`src/rtl/nicrpc_pkg.sv`:
```
/*
 * package for the interrupt, reset and power-down control block:
 * field positions, reset values, power states and carrier structs.
 * assumes nothing of its surroundings.
 */
package nicrpc_pkg;
    // ==========================================================
    // widths and reset values
    localparam int unsigned IRQ_SRC_W = 8;
    localparam int unsigned LOCAL_IRQ_N = 4;
    localparam int unsigned CODEC_SEL_W = 2;
    localparam logic [1:0] LOCAL_SEL_RST = 2'h0;
    localparam logic [CODEC_SEL_W-1:0] CODEC_OFF = 2'h0;
    // settle count from reset release to card ready (cycles)
    localparam logic [3:0] READY_WAIT_CYC = 4'h8;

    // ==========================================================
    // power states
    typedef enum logic [1:0] {
        NICRPC_AWAKE,
        NICRPC_TX_OFF,
        NICRPC_ETH_OFF,
        NICRPC_ALL_OFF
    } nicrpc_pwr_t;

    // host-side control bits
    typedef struct packed {
        logic cfg_soft_reset;    // config_soft_reset_bit
        logic mac_soft_reset;    // soft reset in receive_control_register
        logic eth_irq_enable;    // config_option_register interrupt enable
        logic func_enable;       // config_option_register function enable
        logic legacy_powerdown;  // legacy_powerdown_bit
        logic wakeup_enable;     // wakeup_enable_bit
        logic [1:0] local_sel;   // which local_interrupt_outputs line
    } nicrpc_ctl_t;

    // reset and power-down strobes to the rest of the chip
    typedef struct packed {
        logic eth_ctl_reset;     // ethernet_protocol_handler reset
        logic card_cfg_reset;    // card configuration registers
        logic keep_addr_regs;    // individual/config/address_register_a kept
        logic cfg_mem_read;      // start configuration memory read
        logic tx_down;
        logic rx_down;
        logic link_down;
        logic all_down;
    } nicrpc_pwr_out_t;
endpackage

```
`src/rtl/nicrpc_ctl.sv`:
```
/*
 * interrupt merge, reset distribution and power-down sequencing.
 * assumes: host bits arrive on the same clock; pins and the bus mode
 * strap come from outside and are synchronised here.
 */
`timescale 1ns/1ns
module nicrpc_ctl #(
    parameter int unsigned SRC_W = nicrpc_pkg::IRQ_SRC_W
) (
    // clock and reset
    input wire logic i_sys_clk,
    input wire logic i_rst,
    // pins from outside
    input wire logic i_card_mode_strap,
    input wire logic i_powerdown_input,
    // interrupt sources from the ethernet core
    input wire logic [SRC_W-1:0] i_irq_status,
    input wire logic [SRC_W-1:0] i_irq_enable,
    // host control bits
    input wire nicrpc_pkg::nicrpc_ctl_t i_ctl,
    input wire logic [nicrpc_pkg::CODEC_SEL_W-1:0] i_external_codec_select,
    input wire logic i_cfg_mem_busy,
    // interrupt outputs
    output logic o_card_interrupt_request_n,
    output logic [nicrpc_pkg::LOCAL_IRQ_N-1:0] o_local_interrupt_outputs,
    output logic o_status_intr,
    output logic o_card_mode,
    // reset and power outputs
    output nicrpc_pkg::nicrpc_pwr_out_t o_pwr,
    output nicrpc_pkg::nicrpc_pwr_t o_pwr_state,
    output logic o_modem_powerdown_output_n
);
    // ==========================================================
    // pin synchronisers
    logic strap_m_q, strap_s_q, pd_m_q, pd_s_q;
    // strap sync runs through reset so the first edge after release
    // already sees the settled strap level
    always_ff @(posedge i_sys_clk) begin
        strap_m_q <= i_card_mode_strap;
        strap_s_q <= strap_m_q;
    end

    // power-down pin sync, cleared in reset
    always_ff @(posedge i_sys_clk or posedge i_rst) begin
        if (i_rst) begin
            pd_m_q <= 1'b0;
            pd_s_q <= 1'b0;
        end else begin
            pd_m_q <= i_powerdown_input;
            pd_s_q <= pd_m_q;
        end
    end

    // ==========================================================
    // mode strap, ready and reset strobes
    logic card_mode_q, card_mode_d;
    logic strap_done_q, strap_done_d;
    logic ready_q, ready_d;
    logic [3:0] wait_q, wait_d;
    logic cfg_rst_q, cfg_rst_d;
    logic mem_rd_q, mem_rd_d;

    // strap caught once after release; soft resets never resample it
    always_comb begin
        card_mode_d = card_mode_q;
        strap_done_d = 1'b1;
        if (!strap_done_q) begin
            card_mode_d = strap_s_q;
        end
        cfg_rst_d = i_ctl.cfg_soft_reset;
        // memory read once on reset release and on rising config soft reset;
        // holding the bit set starts no further reads
        mem_rd_d = (i_ctl.cfg_soft_reset && !cfg_rst_q)
            || !strap_done_q;
        // ready after settle wait and memory read; config reset drops it
        wait_d = wait_q;
        ready_d = ready_q;
        if (i_ctl.cfg_soft_reset) begin
            ready_d = 1'b0;
            wait_d = nicrpc_pkg::READY_WAIT_CYC;
        end else if (wait_q != 4'h0) begin
            wait_d = wait_q - 4'h1;
        end else if (!i_cfg_mem_busy && !mem_rd_q) begin
            ready_d = 1'b1;
        end
    end

    always_ff @(posedge i_sys_clk or posedge i_rst) begin
        if (i_rst) begin
            card_mode_q <= 1'b0;
            strap_done_q <= 1'b0;
            ready_q <= 1'b0;
            wait_q <= nicrpc_pkg::READY_WAIT_CYC;
            cfg_rst_q <= 1'b0;
            mem_rd_q <= 1'b0;
        end else begin
            card_mode_q <= card_mode_d;
            strap_done_q <= strap_done_d;
            ready_q <= ready_d;
            wait_q <= wait_d;
            cfg_rst_q <= cfg_rst_d;
            mem_rd_q <= mem_rd_d;
        end
    end

    // ==========================================================
    // interrupt merge
    logic merged;
    logic card_irq_n_d, stat_d;
    logic [nicrpc_pkg::LOCAL_IRQ_N-1:0] local_d;
    logic card_irq_n_q, stat_q;
    logic [nicrpc_pkg::LOCAL_IRQ_N-1:0] local_q;

    always_comb begin
        merged = |(i_irq_status & i_irq_enable);
        stat_d = merged;
        // enable gates card mode only
        card_irq_n_d = !(card_mode_q && merged && i_ctl.eth_irq_enable);
        local_d = '0;
        if (!card_mode_q) begin
            local_d[i_ctl.local_sel] = merged;
        end
        // ready line forced low while not ready, and at once when the
        // config soft reset is set, not a cycle later through ready
        if (!ready_q || i_ctl.cfg_soft_reset) begin
            card_irq_n_d = 1'b0;
        end
    end

    always_ff @(posedge i_sys_clk or posedge i_rst) begin
        if (i_rst) begin
            card_irq_n_q <= 1'b0;
            local_q <= '0;
            stat_q <= 1'b0;
        end else begin
            card_irq_n_q <= card_irq_n_d;
            local_q <= local_d;
            stat_q <= stat_d;
        end
    end

    // ==========================================================
    // power state
    nicrpc_pkg::nicrpc_pwr_t state_q, state_d;
    nicrpc_pkg::nicrpc_pwr_out_t pwr_q, pwr_d;
    logic modem_n_q, modem_n_d;
    logic pin_down;

    always_comb begin
        pin_down = pd_s_q && (i_external_codec_select != nicrpc_pkg::CODEC_OFF);
        // function enable is not consulted here
        if (pin_down) begin
            state_d = nicrpc_pkg::NICRPC_ALL_OFF;
        end else if (i_ctl.legacy_powerdown) begin
            state_d = nicrpc_pkg::NICRPC_ETH_OFF;
        end else if (i_ctl.wakeup_enable) begin
            state_d = nicrpc_pkg::NICRPC_TX_OFF;
        end else begin
            state_d = nicrpc_pkg::NICRPC_AWAKE;
        end
        pwr_d = '0;
        case (state_d)
            nicrpc_pkg::NICRPC_ALL_OFF: begin
                pwr_d.all_down = 1'b1;
                pwr_d.tx_down = 1'b1;
                pwr_d.rx_down = 1'b1;
                pwr_d.link_down = 1'b1;
            end
            nicrpc_pkg::NICRPC_ETH_OFF: begin
                pwr_d.tx_down = 1'b1;
                pwr_d.rx_down = 1'b1;
                pwr_d.link_down = 1'b1;
            end
            nicrpc_pkg::NICRPC_TX_OFF: begin
                pwr_d.tx_down = 1'b1;
            end
            default: begin
                pwr_d.tx_down = 1'b0;
            end
        endcase
        // config reset hits controller and card regs; mac reset keeps addresses
        pwr_d.eth_ctl_reset = i_ctl.cfg_soft_reset || i_ctl.mac_soft_reset;
        pwr_d.card_cfg_reset = i_ctl.cfg_soft_reset;
        pwr_d.keep_addr_regs = i_ctl.mac_soft_reset && !i_ctl.cfg_soft_reset;
        pwr_d.cfg_mem_read = mem_rd_q;
        // modem power-down pin low only with everything down
        modem_n_d = !pwr_d.all_down;
    end

    always_ff @(posedge i_sys_clk or posedge i_rst) begin
        if (i_rst) begin
            state_q <= nicrpc_pkg::NICRPC_AWAKE;
            pwr_q <= '0;
            modem_n_q <= 1'b1;
        end else begin
            state_q <= state_d;
            pwr_q <= pwr_d;
            modem_n_q <= modem_n_d;
        end
    end

    // outputs straight from flip-flops
    assign o_card_interrupt_request_n = card_irq_n_q;
    assign o_local_interrupt_outputs = local_q;
    assign o_status_intr = stat_q;
    assign o_card_mode = card_mode_q;
    assign o_pwr = pwr_q;
    assign o_pwr_state = state_q;
    assign o_modem_powerdown_output_n = modem_n_q;
endmodule

```
`config.mk`:
```
export PLATFORM = sky130hd
export DESIGN_NAME = nicrpc_ctl
export DESIGN_NICKNAME = d
export VERILOG_FILES = /design/src/rtl/nicrpc_pkg.sv /design/src/rtl/nicrpc_ctl.sv
export SDC_FILE = /design/constraint.sdc
export NUM_CORES = 1
export LEC_CHECK = 0
export BUFFER_PORTS_ARGS = -buffer_cell sky130_fd_sc_hd__buf_2
export CAP_MARGIN = 20
export CORE_MARGIN = 4
export CORE_UTILIZATION = 47
export DETAILED_ROUTE_END_ITERATION = 10
export MAX_ROUTING_LAYER = met4
export PLACE_DENSITY = 0.82
export SLEW_MARGIN = 20
export SYNTH_ARGS = -nofsm -noshare
export SYNTH_HDL_FRONTEND = slang
export SYNTH_SLANG_ARGS = --single-unit
export TNS_END_PERCENT = 1
```
`constraint.sdc`:
```
create_clock -name i_sys_clk -period 3.15 [get_ports i_sys_clk]
set_input_delay 0.1575 -clock i_sys_clk [delete_from_list [all_inputs] [get_ports i_sys_clk]]
set_output_delay 0.1575 -clock i_sys_clk [all_outputs]
set_load 0.01 [all_outputs]
```
---- After elaboration in Yosys (flattened, before gate mapping) ----
Cells that the tools add are included.
storage, ports and cells
  bits in registers ....................... 29
  bits in latches ......................... 0
  bits in writable memories ............... 0
  bits in read-only memories .............. 0
  input bits .............................. 31
  output and inout port bits .............. 18
  logic and storage cells ................. 72
  memories kept ........................... 0
cells by class
  $add $sub $neg .......................... 1
  $mul .................................... 0
  divide/modulo/power cells ............... 0
  order comparisons ....................... 2
  eq/ne operators ......................... 4
  shift operators ......................... 0
  multiplexer cells ....................... 15
  bitwise gates (word level) .............. 2
  reduce and logical (&&, ||, !) cells .... 26
operators by type and width
  cell                 number
  $mux 4               3
  $and 8x8->8          1
  $logic_not 1->1      8
  $mux 1               8
  $reduce_or 8->1      1
  $logic_and 1x1->1    7
  $mux 2               3
  $reduce_bool 2->1    3
  $and 4x4->4          1
  $eq 2x2->1 const B   2
  $reduce_bool 4->1    1
  $sub 4x1->4 const B  1
  $logic_or 1x1->1     3
  $lt 2x3->1 const B   1
  $reduce_or 3->1      1
  $demux 1 s2          1
  $eq 2x1->1 const B   1
  $ge 2x1->1 const B   1
  $ne 2x2->1 const B   1
  $reduce_and 2->1     1
  $reduce_or 2->1      1

---- Longest topological paths before layout ----
  word-level depth ........................ 6
  mapped depth ............................ 5
  depth with buffers taken out ............ 5

---- Worst setup path before layout ----
OpenSTA, ideal clock, no wires.
  kind .................................... reg2reg
  from .................................... register wait_q[0]
  to ...................................... register wait_q[1]
  setup time .............................. 94 ps
  data arrival time ....................... 1,144 ps
  setup slack ............................. 1,912 ps
  cell stages (with the launch flop) ...... 6
  cells stage by stage .................... dfrtp_1 > inv_1 > ha_1 > nor3b_2 > nor2b_1 > a211oi_1
between the ends
  word-level cells in the longest chain between the ends .. 3
  elaborated cells on any way between the ends .. 5
ends and longest elaborated chain
  what                    line               text
  start, declared         nicrpc_ctl.sv:59   logic [3:0] wait_q, wait_d;
  start signal, assigned  nicrpc_ctl.sv:93   wait_q <= nicrpc_pkg::READY_WAIT_CYC;
  start signal, assigned  nicrpc_ctl.sv:100  wait_q <= wait_d;
  $sub 4x1->4             nicrpc_ctl.sv:82   wait_d = wait_q - 4'h1;
  $mux 4                  nicrpc_ctl.sv:81   end else if (wait_q != 4'h0) begin
  $mux 4                  nicrpc_ctl.sv:78   if (i_ctl.cfg_soft_reset) begin
Several ways; a longest one is shown, not always the timed one. The select of a mux whose other input is x is not followed.
A chain may end at the register's enable or synchronous reset.

---- Worst setup path in the final report ----
Ends and elaborated chain as after synthesis.

==> results_dict.tcl <==
set metrics [dict create \
    synth-edff-count 0 \
    via_per_inst 4.72 \
    drv_slew 0 \
    tns_ns 0 \
    min_period_over_period 0.453 \
    period_needed_ns 1.43 \
    drtPass1Iterations 3 \
    ant_nets 0 \
    drt-total-wl_mm 1.74 \
    hold_violations 0 \
    clk_transition_reported_paths_ns 0.13 \
    wl_per_cell_um 11.5 \
    critPathMaxStageDelay_ns 0.39 \
    die_w_um 53.7 \
    dieArea_sq_um 2880 \
    io_buffer_count 47 \
    fp-row-count 16 \
    first_iter_violations 4 \
    antenna_cells 0 \
    synth-seq-area-share 0.681 \
    grt_pass1_vias 715 \
    fin_skew_ns 0.00369 \
    vias 713 \
    ys_warn_count 0 \
    worstSetupPathType "register to register" \
    r2r_cells 5 \
    netlist_instances 74 \
    grt_max_degree 26 \
    clock_latency_ns 0.31 \
    syn2layout_area_growth_pct 30.5 \
    final_cell_count_no_fill 151 \
    start_util 0.495 \
    setup_viol 0 \
    reg2reg_from "wait_q[0]" \
    grt_pass1_wl_mm 2.79 \
    grt_overflow_total 0 \
    synthArstFlopShare 0.926 \
    routabilityCongestion 0.661 \
    place_ws_ns 1.74 \
    rsz0062_at_grt "no" \
    crit_required_ns 3.38 \
    drc 0 \
    avgSynthCellArea_sq_um 13.3 \
    layout.nets 158 \
    syn_area_sq_um 981 \
    htreeDepth 1 \
    crit_chain "inv_1 -> ha_1 -> nor3b_2 -> nor2b_1 -> a211oi_1" \
    p_leak_nw 0.643 \
    cp-end-kind "register" \
    cap_violations 0 \
    cts_buffers 3 \
    post-cts-setup-buffer-count 0 \
    drive_gt1_frac 0.468 \
    synth.top_cells.by_area "dfrtp_1 (59%), dfstp_2 (5.4%), dfxtp_1 (4.1%)" \
    peakVddDrop_uv 435 \
    dp_hpwl_mm 1.39 \
    hold_class "input port to asynchronous set/reset pin" \
    synth_most_common_cell "dfrtp_1" \
    placed_area_sq_um 1220 \
    slew_headroom 0.414 \
    final_cell_area_sq_um 1280 \
    synth_top_cell_by_area "dfrtp_1" \
    p_per_area_nw_per_um2 552 \
    slowest_stage "dfrtp_1" \
    root_buffer "clkbuf_4" \
    yosysUniqueCellTypes 29 \
    cts_tree "built" \
    reg2reg_to "wait_q[1]" \
    path_max_fanout 5 \
    worst_hold_slack_ns 0.00713 \
    ys_top_cells_by_count "dfrtp_1 (23), inv_1 (7), a22oi_1 (4)" \
    crit_arrival_ns 1.66 \
    synthDominantCellAreaShare 0.587 \
    post-place-cells 144 \
    fin_ws_ns 1.72 \
    ys.flop_type "dfrtp_1" \
    die_y_um 53.7 \
    rrSetupSlack_ns 1.72 \
    syn-num-nets 107 \
    cts_buffer_depth 2 \
    fmax_mhz 702 \
    worst_pin_slew_ns 0.878 \
    outcome "finished clean" \
    core_area_sq_um 1980 \
    clock-sinks 27 \
    synth_seq_cells 27 \
    crit_path_start_kind "register" \
    grt_usage 0.148 \
    pin_count 49 \
    power_mw 0.707 \
    final_util 0.646 \
    antenna_found_initial 0 \
]
[worst max-delay path by stage]
| stage | from | to |
|---|---|---|
| after detailed placement | wait_q[0] | wait_q[1] |
| after floorplan | wait_q[0] | wait_q[1] |
| after global routing | wait_q[0] | wait_q[1] |
| after CTS | wait_q[0] | wait_q[1] |
| after global placement | wait_q[0] | wait_q[1] |
| final | wait_q[0] | wait_q[1] |
[metal layers]
metal,up-vias,part of all wire,track usage
met2,42,0.48,0.238
li1,345,-,-
met1,322,0.37,0.150
met5,-,0,-
met3,4,0.12,0.0471
met4,0,0.028,0.111
[placed cells by master (no fill, tap or decap), types with 2 or more instances in the layout]
master	Yosys	final
clkbuf_4	0	3
nor4b_1	2	2
nor3_1	3	3
ha_1	2	2
dfrtp_1	23	23
dfxtp_1	2	2
dfstp_2	2	2
inv_1	7	7
nor2b_1	2	2
xnor2_1	2	2
nor2_1	3	3
o21ai_0	2	2
a22oi_1	4	4
or3_1	2	2
buf_2	0	47
dlygate4sd3_1	0	3
[where the power goes]
part | internal (mW) | total [mW] | switching, mW | leakage [nW]
Clock | 0.0495 | 0.138 | 0.0889 | 0.0150
Combinational | 0.0804 | 0.158 | 0.0780 | 0.313
Sequential | 0.388 | 0.410 | 0.0218 | 0.315
[worst max-delay path, delay by kind of cell (launching register included)]
kind            cells  cell delay [ns]
simple gates        2             0.45
fa+ha+maj           1             0.18
compound gates      1             0.21
flops               1             0.39
buf+inv             1             0.11
[registers in the layout, indices dropped and copies added, names as in the netlist]
| register | flops |
|---|---|
| o_pwr | 7 |
| o_local_interrupt_outputs | 4 |
| wait_q | 4 |
| mem_rd_q | 1 |
| o_card_interrupt_request_n | 1 |
| o_card_mode | 1 |
| o_modem_powerdown_output_n | 1 |
| o_pwr_state | 1 |
| o_status_intr | 1 |
| pd_m_q | 1 |
| pd_s_q | 1 |
| ready_q | 1 |
| strap_done_q | 1 |
| strap_m_q | 1 |
| strap_s_q | 1 |
[cell families (layout without fill, tap and decap cells)]
logic type | count (synthesis) | count (layout) | share of synthesized area
xor gates and xnor gates | 2 | 2 | 0.0179
other | 1 | 1 | 0.00382
DFF | 27 | 27 | 0.681
muxes | 1 | 1 | 0.0115
AOI/OAI and AO/OA | 11 | 11 | 0.0829
adders and majority gates | 2 | 2 | 0.0255
and+or+nand+nor | 18 | 18 | 0.117
buffers and inverters | 12 | 62 | 0.0600
[layout make-up]
class                      count  area, sq um
fill                         166          702
sequential                    27          668
timing repair buffer          50          265
multi-input combinational     35          254
tap                           27         33.8
inverter                       8         32.5
clock buffer                   4         26.3
[what timing repair did]
item	in CTS	in global routing
hold endpoints to repair	2	1
resized for setup	0	0
hold buffers	2	1
Note: power is estimated with default switching activity, not from simulation.
